## src/dcpwm_pkg.sv

```systemverilog
// dcpwm_pkg: constants and carrier types for the down counter pwm timer.
// assumes an apb slave with 32-bit data and word-aligned registers.
`default_nettype none
package dcpwm_pkg;
   // register byte addresses (printed offsets are not all multiples of 4: index * 4)
   localparam logic [7:0] IDX_COUNT_LOW = 8'h09;
   localparam logic [7:0] IDX_CTRL_ONE = 8'h0a;
   localparam logic [7:0] IDX_CTRL_TWO = 8'h0b;
   localparam logic [7:0] IDX_DUTY = 8'h0c;
   localparam logic [7:0] IDX_PRESC_CNT = 8'h0d;
   localparam logic [7:0] IDX_HIGH_BITS = 8'h0e;
   localparam logic [7:0] IDX_STATUS = 8'h10;
   localparam logic [11:0] ADDR_COUNT_LOW = {2'h0, IDX_COUNT_LOW, 2'h0};
   localparam logic [11:0] ADDR_CTRL_ONE = {2'h0, IDX_CTRL_ONE, 2'h0};
   localparam logic [11:0] ADDR_CTRL_TWO = {2'h0, IDX_CTRL_TWO, 2'h0};
   localparam logic [11:0] ADDR_DUTY = {2'h0, IDX_DUTY, 2'h0};
   localparam logic [11:0] ADDR_PRESC_CNT = {2'h0, IDX_PRESC_CNT, 2'h0};
   localparam logic [11:0] ADDR_HIGH_BITS = {2'h0, IDX_HIGH_BITS, 2'h0};
   localparam logic [11:0] ADDR_STATUS = {2'h0, IDX_STATUS, 2'h0};
   // control one bit positions
   localparam int POS_RUN = 0;
   localparam int POS_RELOAD = 1;
   localparam int POS_ONE_SHOT = 2;
   localparam int POS_ACT_LOW = 6;
   localparam int POS_PIN_EN = 7;
   // control two bit positions
   localparam int POS_RATIO = 0;
   localparam int POS_PS_DIS_N = 3;
   localparam int POS_EDGE = 4;
   localparam int POS_SRC = 5;
   // high bits register positions
   localparam int POS_HI_RELOAD = 6;
   localparam int POS_HI_DUTY = 2;
   // reset values, then count limits and divider constants
   localparam logic [7:0] RST_CTRL_ONE = 8'h00;
   localparam logic [7:0] RST_CTRL_TWO = 8'h3f;
   localparam logic [7:0] RST_PRESC = 8'hff;
   localparam logic [9:0] RST_COUNT = 10'h3ff;
   localparam logic [9:0] FULL_COUNT = 10'h3ff;
   localparam logic [9:0] ZERO_COUNT = 10'h000;
   localparam logic [1:0] INSTR_DIV = 2'h3;
   localparam logic [7:0] HOLD_STRETCH = 8'h00;

   typedef struct packed {
      logic pin_en;
      logic act_low;
      logic one_shot;
      logic reload;
      logic run;
   } dcpwm_ctrl_one_s;

   typedef struct packed {
      logic src_ext;
      logic edge_fall;
      logic ps_dis_n;
      logic [2:0] ratio;
   } dcpwm_ctrl_two_s;
endpackage
`default_nettype wire

```

## src/dcpwm_prescaler.sv

```systemverilog
// dcpwm_prescaler: 8-stage prescaler, free counter with ratio tap.
// assumes tick_in is a one-cycle pulse on mclk_in.
`default_nettype none
module dcpwm_prescaler (
   // clock and reset
   input wire logic mclk_in,
   input wire logic rstn_in,
   // control
   input wire logic tick_in,
   input wire logic bypass_in,
   input wire logic [2:0] ratio_in,
   // results
   output logic tick_out,
   output logic [7:0] count_out
);
   logic [7:0] cnt_ff;
   logic [7:0] nxt_cnt;
   logic [7:0] mask;
   logic tap_hit;

   // down counter; ratio 2^(sel+1) from low bits reaching zero
   assign nxt_cnt = cnt_ff - 8'h01;
   // low select+1 bits set: code 0 gives 8'h01, code 7 gives 8'hff
   assign mask = 8'((9'h002 << ratio_in) - 9'h001);
   assign tap_hit = ((cnt_ff & mask) == 8'h00);
   // bypass passes each source tick straight through
   assign tick_out = bypass_in ? tick_in : (tick_in & tap_hit);
   assign count_out = cnt_ff;

   always_ff @(posedge mclk_in) begin
      if (!rstn_in) begin
         cnt_ff <= dcpwm_pkg::RST_PRESC;
      end else if (bypass_in) begin
         cnt_ff <= dcpwm_pkg::RST_PRESC;
      end else if (tick_in) begin
         cnt_ff <= nxt_cnt;
      end
   end
endmodule
`default_nettype wire

```

## src/dcpwm_timer.sv

```systemverilog
// dcpwm_timer: 10-bit down counter, prescaler, pwm and apb registers.
// assumes an apb master on mclk_in and an asynchronous external count pin.
//
// Our own choice: the APB register port.
`default_nettype none
module dcpwm_timer (
   // clock and reset
   input wire logic mclk_in,
   input wire logic rstn_in,
   // apb slave
   input wire logic psel_in,
   input wire logic penable_in,
   input wire logic pwrite_in,
   input wire logic [11:0] paddr_in,
   input wire logic [31:0] pwdata_in,
   output logic [31:0] prdata_out,
   output logic pready_out,
   output logic pslverr_out,
   // pins
   input wire logic external_count_pin_in,
   input wire logic gpio_out_in,
   input wire logic gpio_oe_in,
   output logic pwm_port_pin_out,
   output logic pwm_port_pin_oe_out,
   // events
   output logic underflow_event_out
);
   dcpwm_pkg::dcpwm_ctrl_one_s ctrl_one_ff;
   dcpwm_pkg::dcpwm_ctrl_two_s ctrl_two_ff;
   logic [7:0] reload_low_ff;
   logic [7:0] high_bits_ff;
   logic [7:0] duty_ff;
   logic [9:0] count_ff;
   logic [9:0] nxt_count;
   logic stopped_ff;
   logic nxt_stopped;
   logic flag_ff;
   logic [1:0] instr_div_ff;
   logic ext_sync1_ff;
   logic ext_sync2_ff;
   logic ext_prev_ff;
   logic [9:0] pwm_phase_ff;
   logic pwm_level_ff;
   logic [31:0] rdata_ff;
   logic ready_ff;
   logic slverr_ff;
   logic pin_ff;
   logic pin_oe_ff;
   logic event_ff;

   // bus decode
   logic setup;
   logic wr_en;
   logic rd_en;
   logic hit_count;
   logic hit_one;
   logic hit_two;
   logic hit_duty;
   logic hit_presc;
   logic hit_high;
   logic hit_status;
   logic mapped;
   logic [7:0] wbyte;
   logic [7:0] rbyte;

   // counting sources
   logic instr_tick;
   logic ext_rise;
   logic ext_fall;
   logic ext_tick;
   logic src_tick;
   logic count_tick;
   logic [7:0] presc_count;
   logic underflow;
   logic [9:0] reload_val;
   logic [9:0] duty_val;
   logic pwm_active;
   logic pwm_pin;
   logic status_clear;

   // zero-wait-state apb: answer on the cycle after setup
   assign setup = psel_in & ~penable_in;
   assign wr_en = psel_in & penable_in & ready_ff & pwrite_in;
   assign rd_en = setup & ~pwrite_in;
   assign hit_count = (paddr_in == dcpwm_pkg::ADDR_COUNT_LOW);
   assign hit_one = (paddr_in == dcpwm_pkg::ADDR_CTRL_ONE);
   assign hit_two = (paddr_in == dcpwm_pkg::ADDR_CTRL_TWO);
   assign hit_duty = (paddr_in == dcpwm_pkg::ADDR_DUTY);
   assign hit_presc = (paddr_in == dcpwm_pkg::ADDR_PRESC_CNT);
   assign hit_high = (paddr_in == dcpwm_pkg::ADDR_HIGH_BITS);
   assign hit_status = (paddr_in == dcpwm_pkg::ADDR_STATUS);
   assign mapped = hit_count | hit_one | hit_two | hit_duty | hit_presc | hit_high | hit_status;
   assign wbyte = pwdata_in[7:0];

   // duty register is write-only and reads as zero
   assign rbyte = hit_count ? count_ff[7:0] :
                  hit_one ? {ctrl_one_ff.pin_en, ctrl_one_ff.act_low, 3'h0,
                             ctrl_one_ff.one_shot, ctrl_one_ff.reload, ctrl_one_ff.run} :
                  hit_two ? {2'h0, ctrl_two_ff} :
                  hit_presc ? presc_count :
                  hit_high ? high_bits_ff :
                  hit_status ? {7'h00, flag_ff} : 8'h00;

   // instruction clock: system clock divided by four
   assign instr_tick = (instr_div_ff == dcpwm_pkg::INSTR_DIV);
   assign ext_rise = ext_sync2_ff & ~ext_prev_ff;
   assign ext_fall = ~ext_sync2_ff & ext_prev_ff;
   assign ext_tick = ctrl_two_ff.edge_fall ? ext_fall : ext_rise;
   assign src_tick = ctrl_two_ff.src_ext ? ext_tick : instr_tick;

   dcpwm_prescaler u_presc (
      .mclk_in(mclk_in),
      .rstn_in(rstn_in),
      .tick_in(src_tick),
      .bypass_in(ctrl_two_ff.ps_dis_n),
      .ratio_in(ctrl_two_ff.ratio),
      .tick_out(count_tick),
      .count_out(presc_count)
   );

   assign reload_val = {high_bits_ff[dcpwm_pkg::POS_HI_RELOAD +: 2], reload_low_ff};
   assign duty_val = {high_bits_ff[dcpwm_pkg::POS_HI_DUTY +: 2], duty_ff};
   // underflow: a tick while the counter is at zero and not stopped
   assign underflow = ctrl_one_ff.run & count_tick & ~stopped_ff &
                      (count_ff == dcpwm_pkg::ZERO_COUNT);

   always_comb begin
      nxt_count = count_ff;
      nxt_stopped = stopped_ff;
      if (wr_en && hit_count) begin
         nxt_count = {high_bits_ff[dcpwm_pkg::POS_HI_RELOAD +: 2], wbyte};
         nxt_stopped = 1'b0;
      end else if (ctrl_one_ff.run && count_tick && !stopped_ff) begin
         if (count_ff != dcpwm_pkg::ZERO_COUNT) begin
            nxt_count = count_ff - 10'h001;
         end else if (ctrl_one_ff.one_shot) begin
            nxt_stopped = 1'b1;
         end else if (ctrl_one_ff.reload) begin
            nxt_count = reload_val;
         end else begin
            nxt_count = dcpwm_pkg::FULL_COUNT;
         end
      end
   end

   // pwm: active from frame start until the duty count is reached
   assign pwm_active = (pwm_phase_ff < duty_val);
   assign pwm_pin = pwm_active ^ ctrl_one_ff.act_low;
   // status cleared by writing 1 to bit 0
   assign status_clear = wr_en & hit_status & wbyte[0];

   always_ff @(posedge mclk_in) begin
      if (!rstn_in) begin
         ctrl_one_ff <= {dcpwm_pkg::RST_CTRL_ONE[7:6], dcpwm_pkg::RST_CTRL_ONE[2:0]};
         ctrl_two_ff <= dcpwm_pkg::RST_CTRL_TWO[5:0];
         reload_low_ff <= 8'h00;
         high_bits_ff <= 8'h00;
         duty_ff <= 8'h00;
      end else if (wr_en) begin
         if (hit_count) begin
            reload_low_ff <= wbyte;
         end
         if (hit_one) begin
            ctrl_one_ff <= {wbyte[dcpwm_pkg::POS_PIN_EN], wbyte[dcpwm_pkg::POS_ACT_LOW],
                            wbyte[dcpwm_pkg::POS_ONE_SHOT], wbyte[dcpwm_pkg::POS_RELOAD],
                            wbyte[dcpwm_pkg::POS_RUN]};
         end
         if (hit_two) begin
            // ratio should only change with prescaler disabled; not enforced
            ctrl_two_ff <= wbyte[5:0];
         end
         if (hit_duty) begin
            duty_ff <= wbyte;
         end
         if (hit_high) begin
            high_bits_ff <= wbyte;
         end
      end
   end

   always_ff @(posedge mclk_in) begin
      if (!rstn_in) begin
         count_ff <= dcpwm_pkg::RST_COUNT;
         stopped_ff <= 1'b0;
         flag_ff <= 1'b0;
         event_ff <= 1'b0;
      end else begin
         count_ff <= nxt_count;
         stopped_ff <= nxt_stopped;
         // set wins over clear
         flag_ff <= underflow | (flag_ff & ~status_clear);
         event_ff <= underflow;
      end
   end

   // frame phase counts counter ticks from the last reload, period = reload ticks
   always_ff @(posedge mclk_in) begin
      if (!rstn_in) begin
         pwm_phase_ff <= dcpwm_pkg::ZERO_COUNT;
         pwm_level_ff <= 1'b0;
      end else begin
         if (underflow || (pwm_phase_ff >= reload_val)) begin
            pwm_phase_ff <= dcpwm_pkg::ZERO_COUNT;
         end else if (ctrl_one_ff.run && count_tick) begin
            pwm_phase_ff <= pwm_phase_ff + 10'h001;
         end
         pwm_level_ff <= pwm_pin;
      end
   end

   always_ff @(posedge mclk_in) begin
      if (!rstn_in) begin
         instr_div_ff <= 2'h0;
         ext_sync1_ff <= 1'b0;
         ext_sync2_ff <= 1'b0;
         ext_prev_ff <= 1'b0;
      end else begin
         instr_div_ff <= instr_div_ff + 2'h1;
         ext_sync1_ff <= external_count_pin_in;
         ext_sync2_ff <= ext_sync1_ff;
         ext_prev_ff <= ext_sync2_ff;
      end
   end

   // pin mux registered so outputs come straight from flops
   always_ff @(posedge mclk_in) begin
      if (!rstn_in) begin
         pin_ff <= 1'b0;
         pin_oe_ff <= 1'b0;
      end else if (ctrl_one_ff.pin_en) begin
         pin_ff <= pwm_level_ff;
         pin_oe_ff <= 1'b1;
      end else begin
         pin_ff <= gpio_out_in;
         pin_oe_ff <= gpio_oe_in;
      end
   end

   always_ff @(posedge mclk_in) begin
      if (!rstn_in) begin
         rdata_ff <= 32'h0000_0000;
         ready_ff <= 1'b0;
         slverr_ff <= 1'b0;
      end else begin
         ready_ff <= setup;
         slverr_ff <= setup & ~mapped;
         if (rd_en) begin
            rdata_ff <= {24'h00_0000, rbyte};
         end
      end
   end

   assign prdata_out = rdata_ff;
   assign pready_out = ready_ff;
   assign pslverr_out = slverr_ff;
   assign pwm_port_pin_out = pin_ff;
   assign pwm_port_pin_oe_out = pin_oe_ff;
   assign underflow_event_out = event_ff;
endmodule
`default_nettype wire

```

## config.mk

```make
export PLATFORM = sky130hd
export DESIGN_NAME = dcpwm_timer
export DESIGN_NICKNAME = d
export VERILOG_FILES = /design/src/dcpwm_pkg.sv /design/src/dcpwm_prescaler.sv /design/src/dcpwm_timer.sv
export SDC_FILE = /design/constraint.sdc
export NUM_CORES = 1
export LEC_CHECK = 0
export BUFFER_PORTS_ARGS = -buffer_cell sky130_fd_sc_hd__buf_2
export CAP_MARGIN = 20
export CORE_MARGIN = 10
export CORE_UTILIZATION = 35
export CTS_CLUSTER_SIZE = 40
export DETAILED_ROUTE_END_ITERATION = 10
export MAX_ROUTING_LAYER = met4
export SYNTH_ARGS = -nofsm -noshare
export SYNTH_HDL_FRONTEND = slang
export SYNTH_SLANG_ARGS = --single-unit
```

## constraint.sdc

```tcl
create_clock -name mclk_in -period 2.6 [get_ports mclk_in]
set_input_delay 0.13 -clock mclk_in [delete_from_list [all_inputs] [get_ports mclk_in]]
set_output_delay 0.13 -clock mclk_in [all_outputs]
set_load 0.1 [all_outputs]
```

==> results of run 1 <==
placed cells by master, fill, tap and decap left out, types with 3 or more instances in the layout:
| master | count |
|---|---|
| buf_2 | 40 |
| o2111ai_1 | 4 |
| nor3b_1 | 5 |
| a2111oi_0 | 3 |
| buf_4 | 16 |
| nor4b_1 | 4 |
| a221oi_1 | 6 |
| conb_1 | 24 |
| nand3_1 | 13 |
| nor2_1 | 45 |
| or4_1 | 4 |
| or3_1 | 4 |
| nor3_1 | 31 |
| o211ai_1 | 8 |
| xnor2_1 | 9 |
| inv_1 | 29 |
| clkbuf_16 | 9 |
| nor4_1 | 3 |
| o21ai_0 | 17 |
| ha_1 | 23 |
| nor2b_1 | 3 |
| a31oi_1 | 7 |
| nand2b_1 | 8 |
| mux2i_1 | 31 |
| o21a_1 | 5 |
| dlygate4sd3_1 | 3 |
| and4_1 | 3 |
| clkinvlp_4 | 3 |
| and2_1 | 9 |
| xor2_1 | 11 |
| a21o_1 | 8 |
| and3_1 | 8 |
| nand2_1 | 52 |
| a211oi_1 | 4 |
| dfxtp_1 | 84 |
| a21oi_1 | 24 |
| a22oi_1 | 5 |
| nand4_1 | 5 |
repair_timing:
action                                 in CTS  in global routing
hold buffers                                3                  0
endpoints found under the hold margin       3                  0
setup endpoints to repair                   0                  0
power by group:
part | switching, mW | internal [mW] | total [mW]
registers | 0.00558 | 1.30 | 1.30
logic | 0.288 | 0.0480 | 0.336
clock network | 0.584 | 0.662 | 1.25
total | 0.878 | 2.01 | 2.89
per-stage QoR:
step | utilization | area, um2 | power, mW | hold slack, ns
6_report | 0.407 | 5450 | 2.89 | 0.0209
2_1_floorplan | - | 4920 | 1.62 | 0.213
3_5_place_dp | 0.383 | 5140 | 1.66 | 0.343
4_1_cts | 0.407 | 5450 | 2.91 | 0.0234
5_1_grt | 0.407 | 5450 | 2.98 | 0.0284
3_3_place_gp | 0.383 | 5140 | 1.66 | 0.337
synthesized netlist by cell type (4+ instances only):
cell | n | share of area
a211oi_1 | 4 | 0.0062
a21o_1 | 8 | 0.012
a21oi_1 | 24 | 0.025
a221oi_1 | 6 | 0.011
a22oi_1 | 5 | 0.0078
a31oi_1 | 7 | 0.0091
and2_1 | 9 | 0.012
and3_1 | 8 | 0.010
buf_2 | 7 | 0.0073
buf_4 | 25 | 0.039
clkbuf_1 | 16 | 0.012
dfxtp_1 | 84 | 0.35
ha_1 | 23 | 0.060
inv_1 | 29 | 0.023
mux2i_1 | 31 | 0.064
nand2_1 | 52 | 0.040
nand2b_1 | 8 | 0.010
nand3_1 | 13 | 0.013
nand4_1 | 5 | 0.0065
nor2_1 | 45 | 0.035
nor3_1 | 31 | 0.032
nor3b_1 | 5 | 0.0078
nor4b_1 | 4 | 0.0073
o2111ai_1 | 4 | 0.0073
o211ai_1 | 8 | 0.012
o21a_1 | 5 | 0.0078
o21ai_0 | 17 | 0.018
or3_1 | 4 | 0.0052
or4_1 | 4 | 0.0062
xnor2_1 | 9 | 0.016
xor2_1 | 11 | 0.020
registers in the layout, indices dropped and copies added (netlist names), 2 cells and up:
signal / flops
high_bits_ff: 8
ctrl_two_ff: 6
duty_ff: 8
prdata_out: 8
pwm_phase_ff: 10
u_presc.count_out: 8
reload_low_ff: 8
count_ff: 10
ctrl_one_ff: 5
instr_div_ff: 2
cells by family after synthesis:
| logic type | after synthesis | synth area share |
|---|---|---|
| simple gates | 211 | 0.236 |
| buf+inv | 81 | 0.0891 |
| flops | 84 | 0.348 |
| fa+ha+maj | 23 | 0.0596 |
| compound gates | 112 | 0.164 |
| other cells | 1 | 0.000776 |
| mux | 32 | 0.0666 |
| xor+xnor | 20 | 0.0363 |
layer usage:
metal	track usage	vias to the layer above	wire length, um
li1	-	2067	-
met1	0.177	1971	5680
met2	0.249	133	6720
met3	0.0346	19	977
met4	0.0515	0	278
met5	-	-	0
tightest hold or removal path, cell delays in order:
cell and delay [ns]:
buf_2 0.08, mux2i_1 0.05, nor2_1 0.07
how the worst max path moves through the flow:
| stage | from | end | slack (ns) | depth (start not counted) |
|---|---|---|---|---|
| floorplan | pready_out | duty_ff[0] | 0.31 | 4 |
| global placement | ctrl_two_ff[4] | pwm_phase_ff[4] | 0.35 | 7 |
| detailed placement | count_ff[1] | count_ff[8] | 0.31 | 8 |
| CTS | count_ff[1] | count_ff[8] | 0.30 | 8 |
| global route | count_ff[1] | count_ff[7] | 0.12 | 8 |
| finish | count_ff[1] | count_ff[8] | 0.31 | 8 |
area by class of cell:
type                       instances  area (um2)  share of cell area
inverter                          29         109              0.0200
clock inverter                     7        60.1              0.0110
tap                              176         220              0.0404
sequential                        84        1680               0.308
clock buffer                       9         225              0.0413
timing repair buffer              59         350              0.0643
multi-input combinational        422        2810               0.515
==> flow_summary.ini, run 1 <==
[global_routing]
grt_pass1_wl_um = 21900
antenna_found_initial = 0
grt_pass1_vias = 4131
grt_usage = 0.151
grt_max_degree = 31
overflow = 0

[synthesis]
synth_warnings = 0
synth-async-reset-ratio = 0
syn_area_um2 = 4830
synth.avg_cell_area_um2 = 8.57
ys.flop_type = dfxtp_1
synth_edf_count = 0
synth_cell_types = 69
synth-seq-cells = 84
syn_inst = 564
yosysSeqAreaShare = 0.348

[clock_network]
clkSlewWorstSetupHoldPaths_ns = 0.07
numCtsBuffers = 9
cts_resized = 0
cts_setup_buffers = 0
cts-root-buf = clkbuf_16
htree_num_levels = 3
cts.path.max_buffers = 2
cts_tree = done
clkSinkCount = 84
clk_latency_ns = 0.35

[setup_path]
critPathLaunchType = flip-flop
reg2regPathDepth = 8
crit_arrival_ns = 2.58
path_class = flip-flop to flip-flop
worst_path_dominant_cell_family = simple AND/OR/NAND/NOR gates
crit_fanout = 11
r2r_start = count_ff[1]
reg2reg_slack_ns = 0.31
endpoint_kind = flip-flop
cpMaxStageDelayCell = or4_1
reg2reg_to = count_ff[8]
path_cells = inv_1 -> ha_1 -> nor4b_2 -> a41oi_1 -> and3_1 -> o21ai_2 -> or4_1 -> nand4_1
slowest_delay_ns = 0.54
critPathRequiredTime_ns = 2.89
cp.buffers_inverters = 1

[layout]
layout-drive-gt1-share = 0.148
areaGrowthSynthToFinish_pct = 12.8
fin_cells = 786
diodes = 0
num-fill-cells = 1361
nNetsFinal = 680

[floorplan]
core_um2 = 13400
dieArea_um2 = 18900
io_pins = 89
dieWidth_um = 137
initial_utilization = 0.361
rows = 42
die_y_um = 137

[hold_path]
hp-start = gpio_out_in
hold_path.class = primary input to flip-flop
min_to = pwm_port_pin_out
holdPathStages = 3

[placement]
hpwl_um = 10300
portBuffers = 40
pre_cts_ws_ns = 0.313
place_inst = 767
gp_congestion = 0.926

[timing]
finalSetupViolCount = 0
slew_violations = 0
final-hold-violation-count = 0
max_freq_ghz = 0.436
fin_crit_sh = 0.881
period_needed_ns = 2.29
clock_skew_ns = 0.00632
finalWorstSetupSlack_ns = 0.309
max_slew_margin = 0.527
finalSetupTns_ns = 0
rsz0062_at_grt = no
tightest_slew_ns = 0.704

[pwr]
leakage_nw = 1.98
power_density_nw_per_um2 = 530
vdd_ir_drop_max_mv = 0.329

[status]
status = completed

[detailed_routing]
dr_total_vias = 4190
via_per_inst = 5.33
drtIter0Drc = 291
drc = 0
first_pass_iters = 6
wl_per_cell_um = 17.4
ant_nets = 0
wirelength_um = 13700

[job]
cap_violations = 0
No activity file was read; power rests on OpenSTA's default activity.
==> run 2: changes to the inputs <==
==> constraint.sdc (replaced) <==
create_clock -name mclk_in -period 2.7 [get_ports mclk_in]
set_input_delay 0.135 -clock mclk_in [delete_from_list [all_inputs] [get_ports mclk_in]]
set_output_delay 0.135 -clock mclk_in [all_outputs]
set_load 0.1 [all_outputs]
==> run 2 against run 1 <==
Against the previous run:
- global-route usage up 0.30 points
- flip-flop and latch count unchanged
- critical path depth unchanged
- die area unchanged
- power down 1.7%
- count of clock-buffer cells in the layout unchanged
- combinational power down 4%
- worst hold slack better by 0.011 ns
- register-to-register slack better by 0.08 ns
- largest cell class unchanged
- largest power group unchanged
- highest routed layer unchanged
==> flow_summary.ini, run 2 (synthesis gave the netlist of run 1 again) <==
[floorplan]
dieArea_um2 = 18900
io_pins = 89
rows = 42
initial_utilization = 0.361
dieWidth_um = 137
core_um2 = 13400
die_y_um = 137

[timing]
fin_crit_sh = 0.856
period_needed_ns = 2.31
tightest_slew_ns = 0.711
max_slew_margin = 0.523
slew_violations = 0
max_freq_ghz = 0.432
clock_skew_ns = 0.00479
finalSetupTns_ns = 0
rsz0062_at_grt = no
finalSetupViolCount = 0
holdWs_ns = 0.0323
final-hold-violation-count = 0

[global_routing]
grt.met3_usage = 0.0422
grt_use_met1 = 0.180
use_met2 = 0.247
overflow = 0
grt_max_degree = 25
grt_pass1_wl_um = 22100
grt_pass1_vias = 4239
antenna_found_initial = 0
grt-busiest-layer = met2
grt_usage = 0.154

[detailed_routing]
ant_nets = 0
dr_total_vias = 4261
wl_per_cell_um = 17.4
first_pass_iters = 5
drc = 0
wirelength_um = 13700
drtIter0Drc = 238
via_per_inst = 5.43

[pwr]
finalPower_mw = 2.84
vdd_ir_drop_max_mv = 0.301
leakage_nw = 1.98
power_density_nw_per_um2 = 520

[setup_path]
critPathLaunchType = flip-flop
crit_fanout = 11
crit_start = count_ff[0]
reg2reg_slack_ns = 0.39
critPathRequiredTime_ns = 2.99
path_class = flip-flop to flip-flop
r2r_start = count_ff[0]
crit_arrival_ns = 2.60
endpoint_kind = flip-flop

[layout]
layout-drive-gt1-share = 0.145
final_common_cell = dfxtp_1
register_area_um2 = 1680
top_regs = count_ff x10, pwm_phase_ff x10
nNetsFinal = 678
fin_cells = 784
fin_area_um2 = 5450
layout_common_cells = 84 x dfxtp_1, 52 x nand2_1, 45 x nor2_1, 40 x buf_2
areaGrowthSynthToFinish_pct = 12.8
diodes = 0
num-fill-cells = 1370
multi_input_area_um2 = 2810

[clock_network]
cts-root-buf = clkbuf_16
cts_resized = 0
cts.path.max_buffers = 2
clkSlewWorstSetupHoldPaths_ns = 0.06
clkSinkCount = 84
htree_num_levels = 3
cts_tree = done
clk_latency_ns = 0.35
cts_hold_buf = 3
numCtsBuffers = 9
cts_setup_buffers = 0

[hold_path]
hp-start = gpio_out_in
hold_path.class = primary input to flip-flop

[status]
status = completed

[placement]
gp_congestion = 0.927
hpwl_um = 10400
portBuffers = 40
place_inst = 765
placed_cell_area_um2 = 5120

[job]
cap_violations = 0
-- run 2: changes by cell type in the layout (fill, tap and decap cells not counted), sizes merged --
cell	previous run	this run
buf	56	54
bufinv	0	1
clkinv	1	2
inv	32	30
-- run 2: path summary, 6_finish.rpt --
kind | end | cells past startpoint
hold reg to reg | instr_div_ff[0] | 1
setup / recovery | count_ff[8] | 8
hold / removal | pwm_port_pin_out | 3
setup reg to reg | count_ff[8] | 8
-- run 2: power by group --
part           total (mW)  switching [mW]  leakage, nW  internal, mW
combinational       0.324           0.278         1.16        0.0468
sequential           1.26         0.00507        0.680          1.25
clock                1.26           0.537        0.138         0.719
total                2.84           0.820         1.98          2.02
-- run 2: cell type report --
cell class,instances,area share
multi-input cells,422,0.515
flip-flops and latches,84,0.308
repair buffers,57,0.0615
clock buffers,9,0.0413
well taps,176,0.0404
inverters,29,0.0200
clock inverters,7,0.0138
-- run 2: worst max-delay path, cell delays in order, from the launching register on --
cell and delay (ns):
dfxtp_1 0.44, inv_1 0.07, ha_1 0.24, nor4b_2 0.20, a41oi_1 0.28, and3_1 0.21, o21ai_2 0.15, or4_1 0.55
nand4_1 0.11
-- run 2: per-layer routing --
layer / vias to the layer above / share of wire
met3: 30 / 0.064
met1: 2039 / 0.43
met2: 139 / 0.48
met5: - / 0
met4: 0 / 0.026
li1: 2053 / -
-- run 2: per-stage QoR --
| stage | setup WS (ns) | util |
|---|---|---|
| after detailed placement | 0.405 | 0.382 |
| final | 0.388 | 0.407 |
| after global placement | 0.444 | 0.382 |
| after CTS | 0.385 | 0.407 |
| after floorplan | 0.411 | - |
| after global routing | 0.164 | 0.407 |
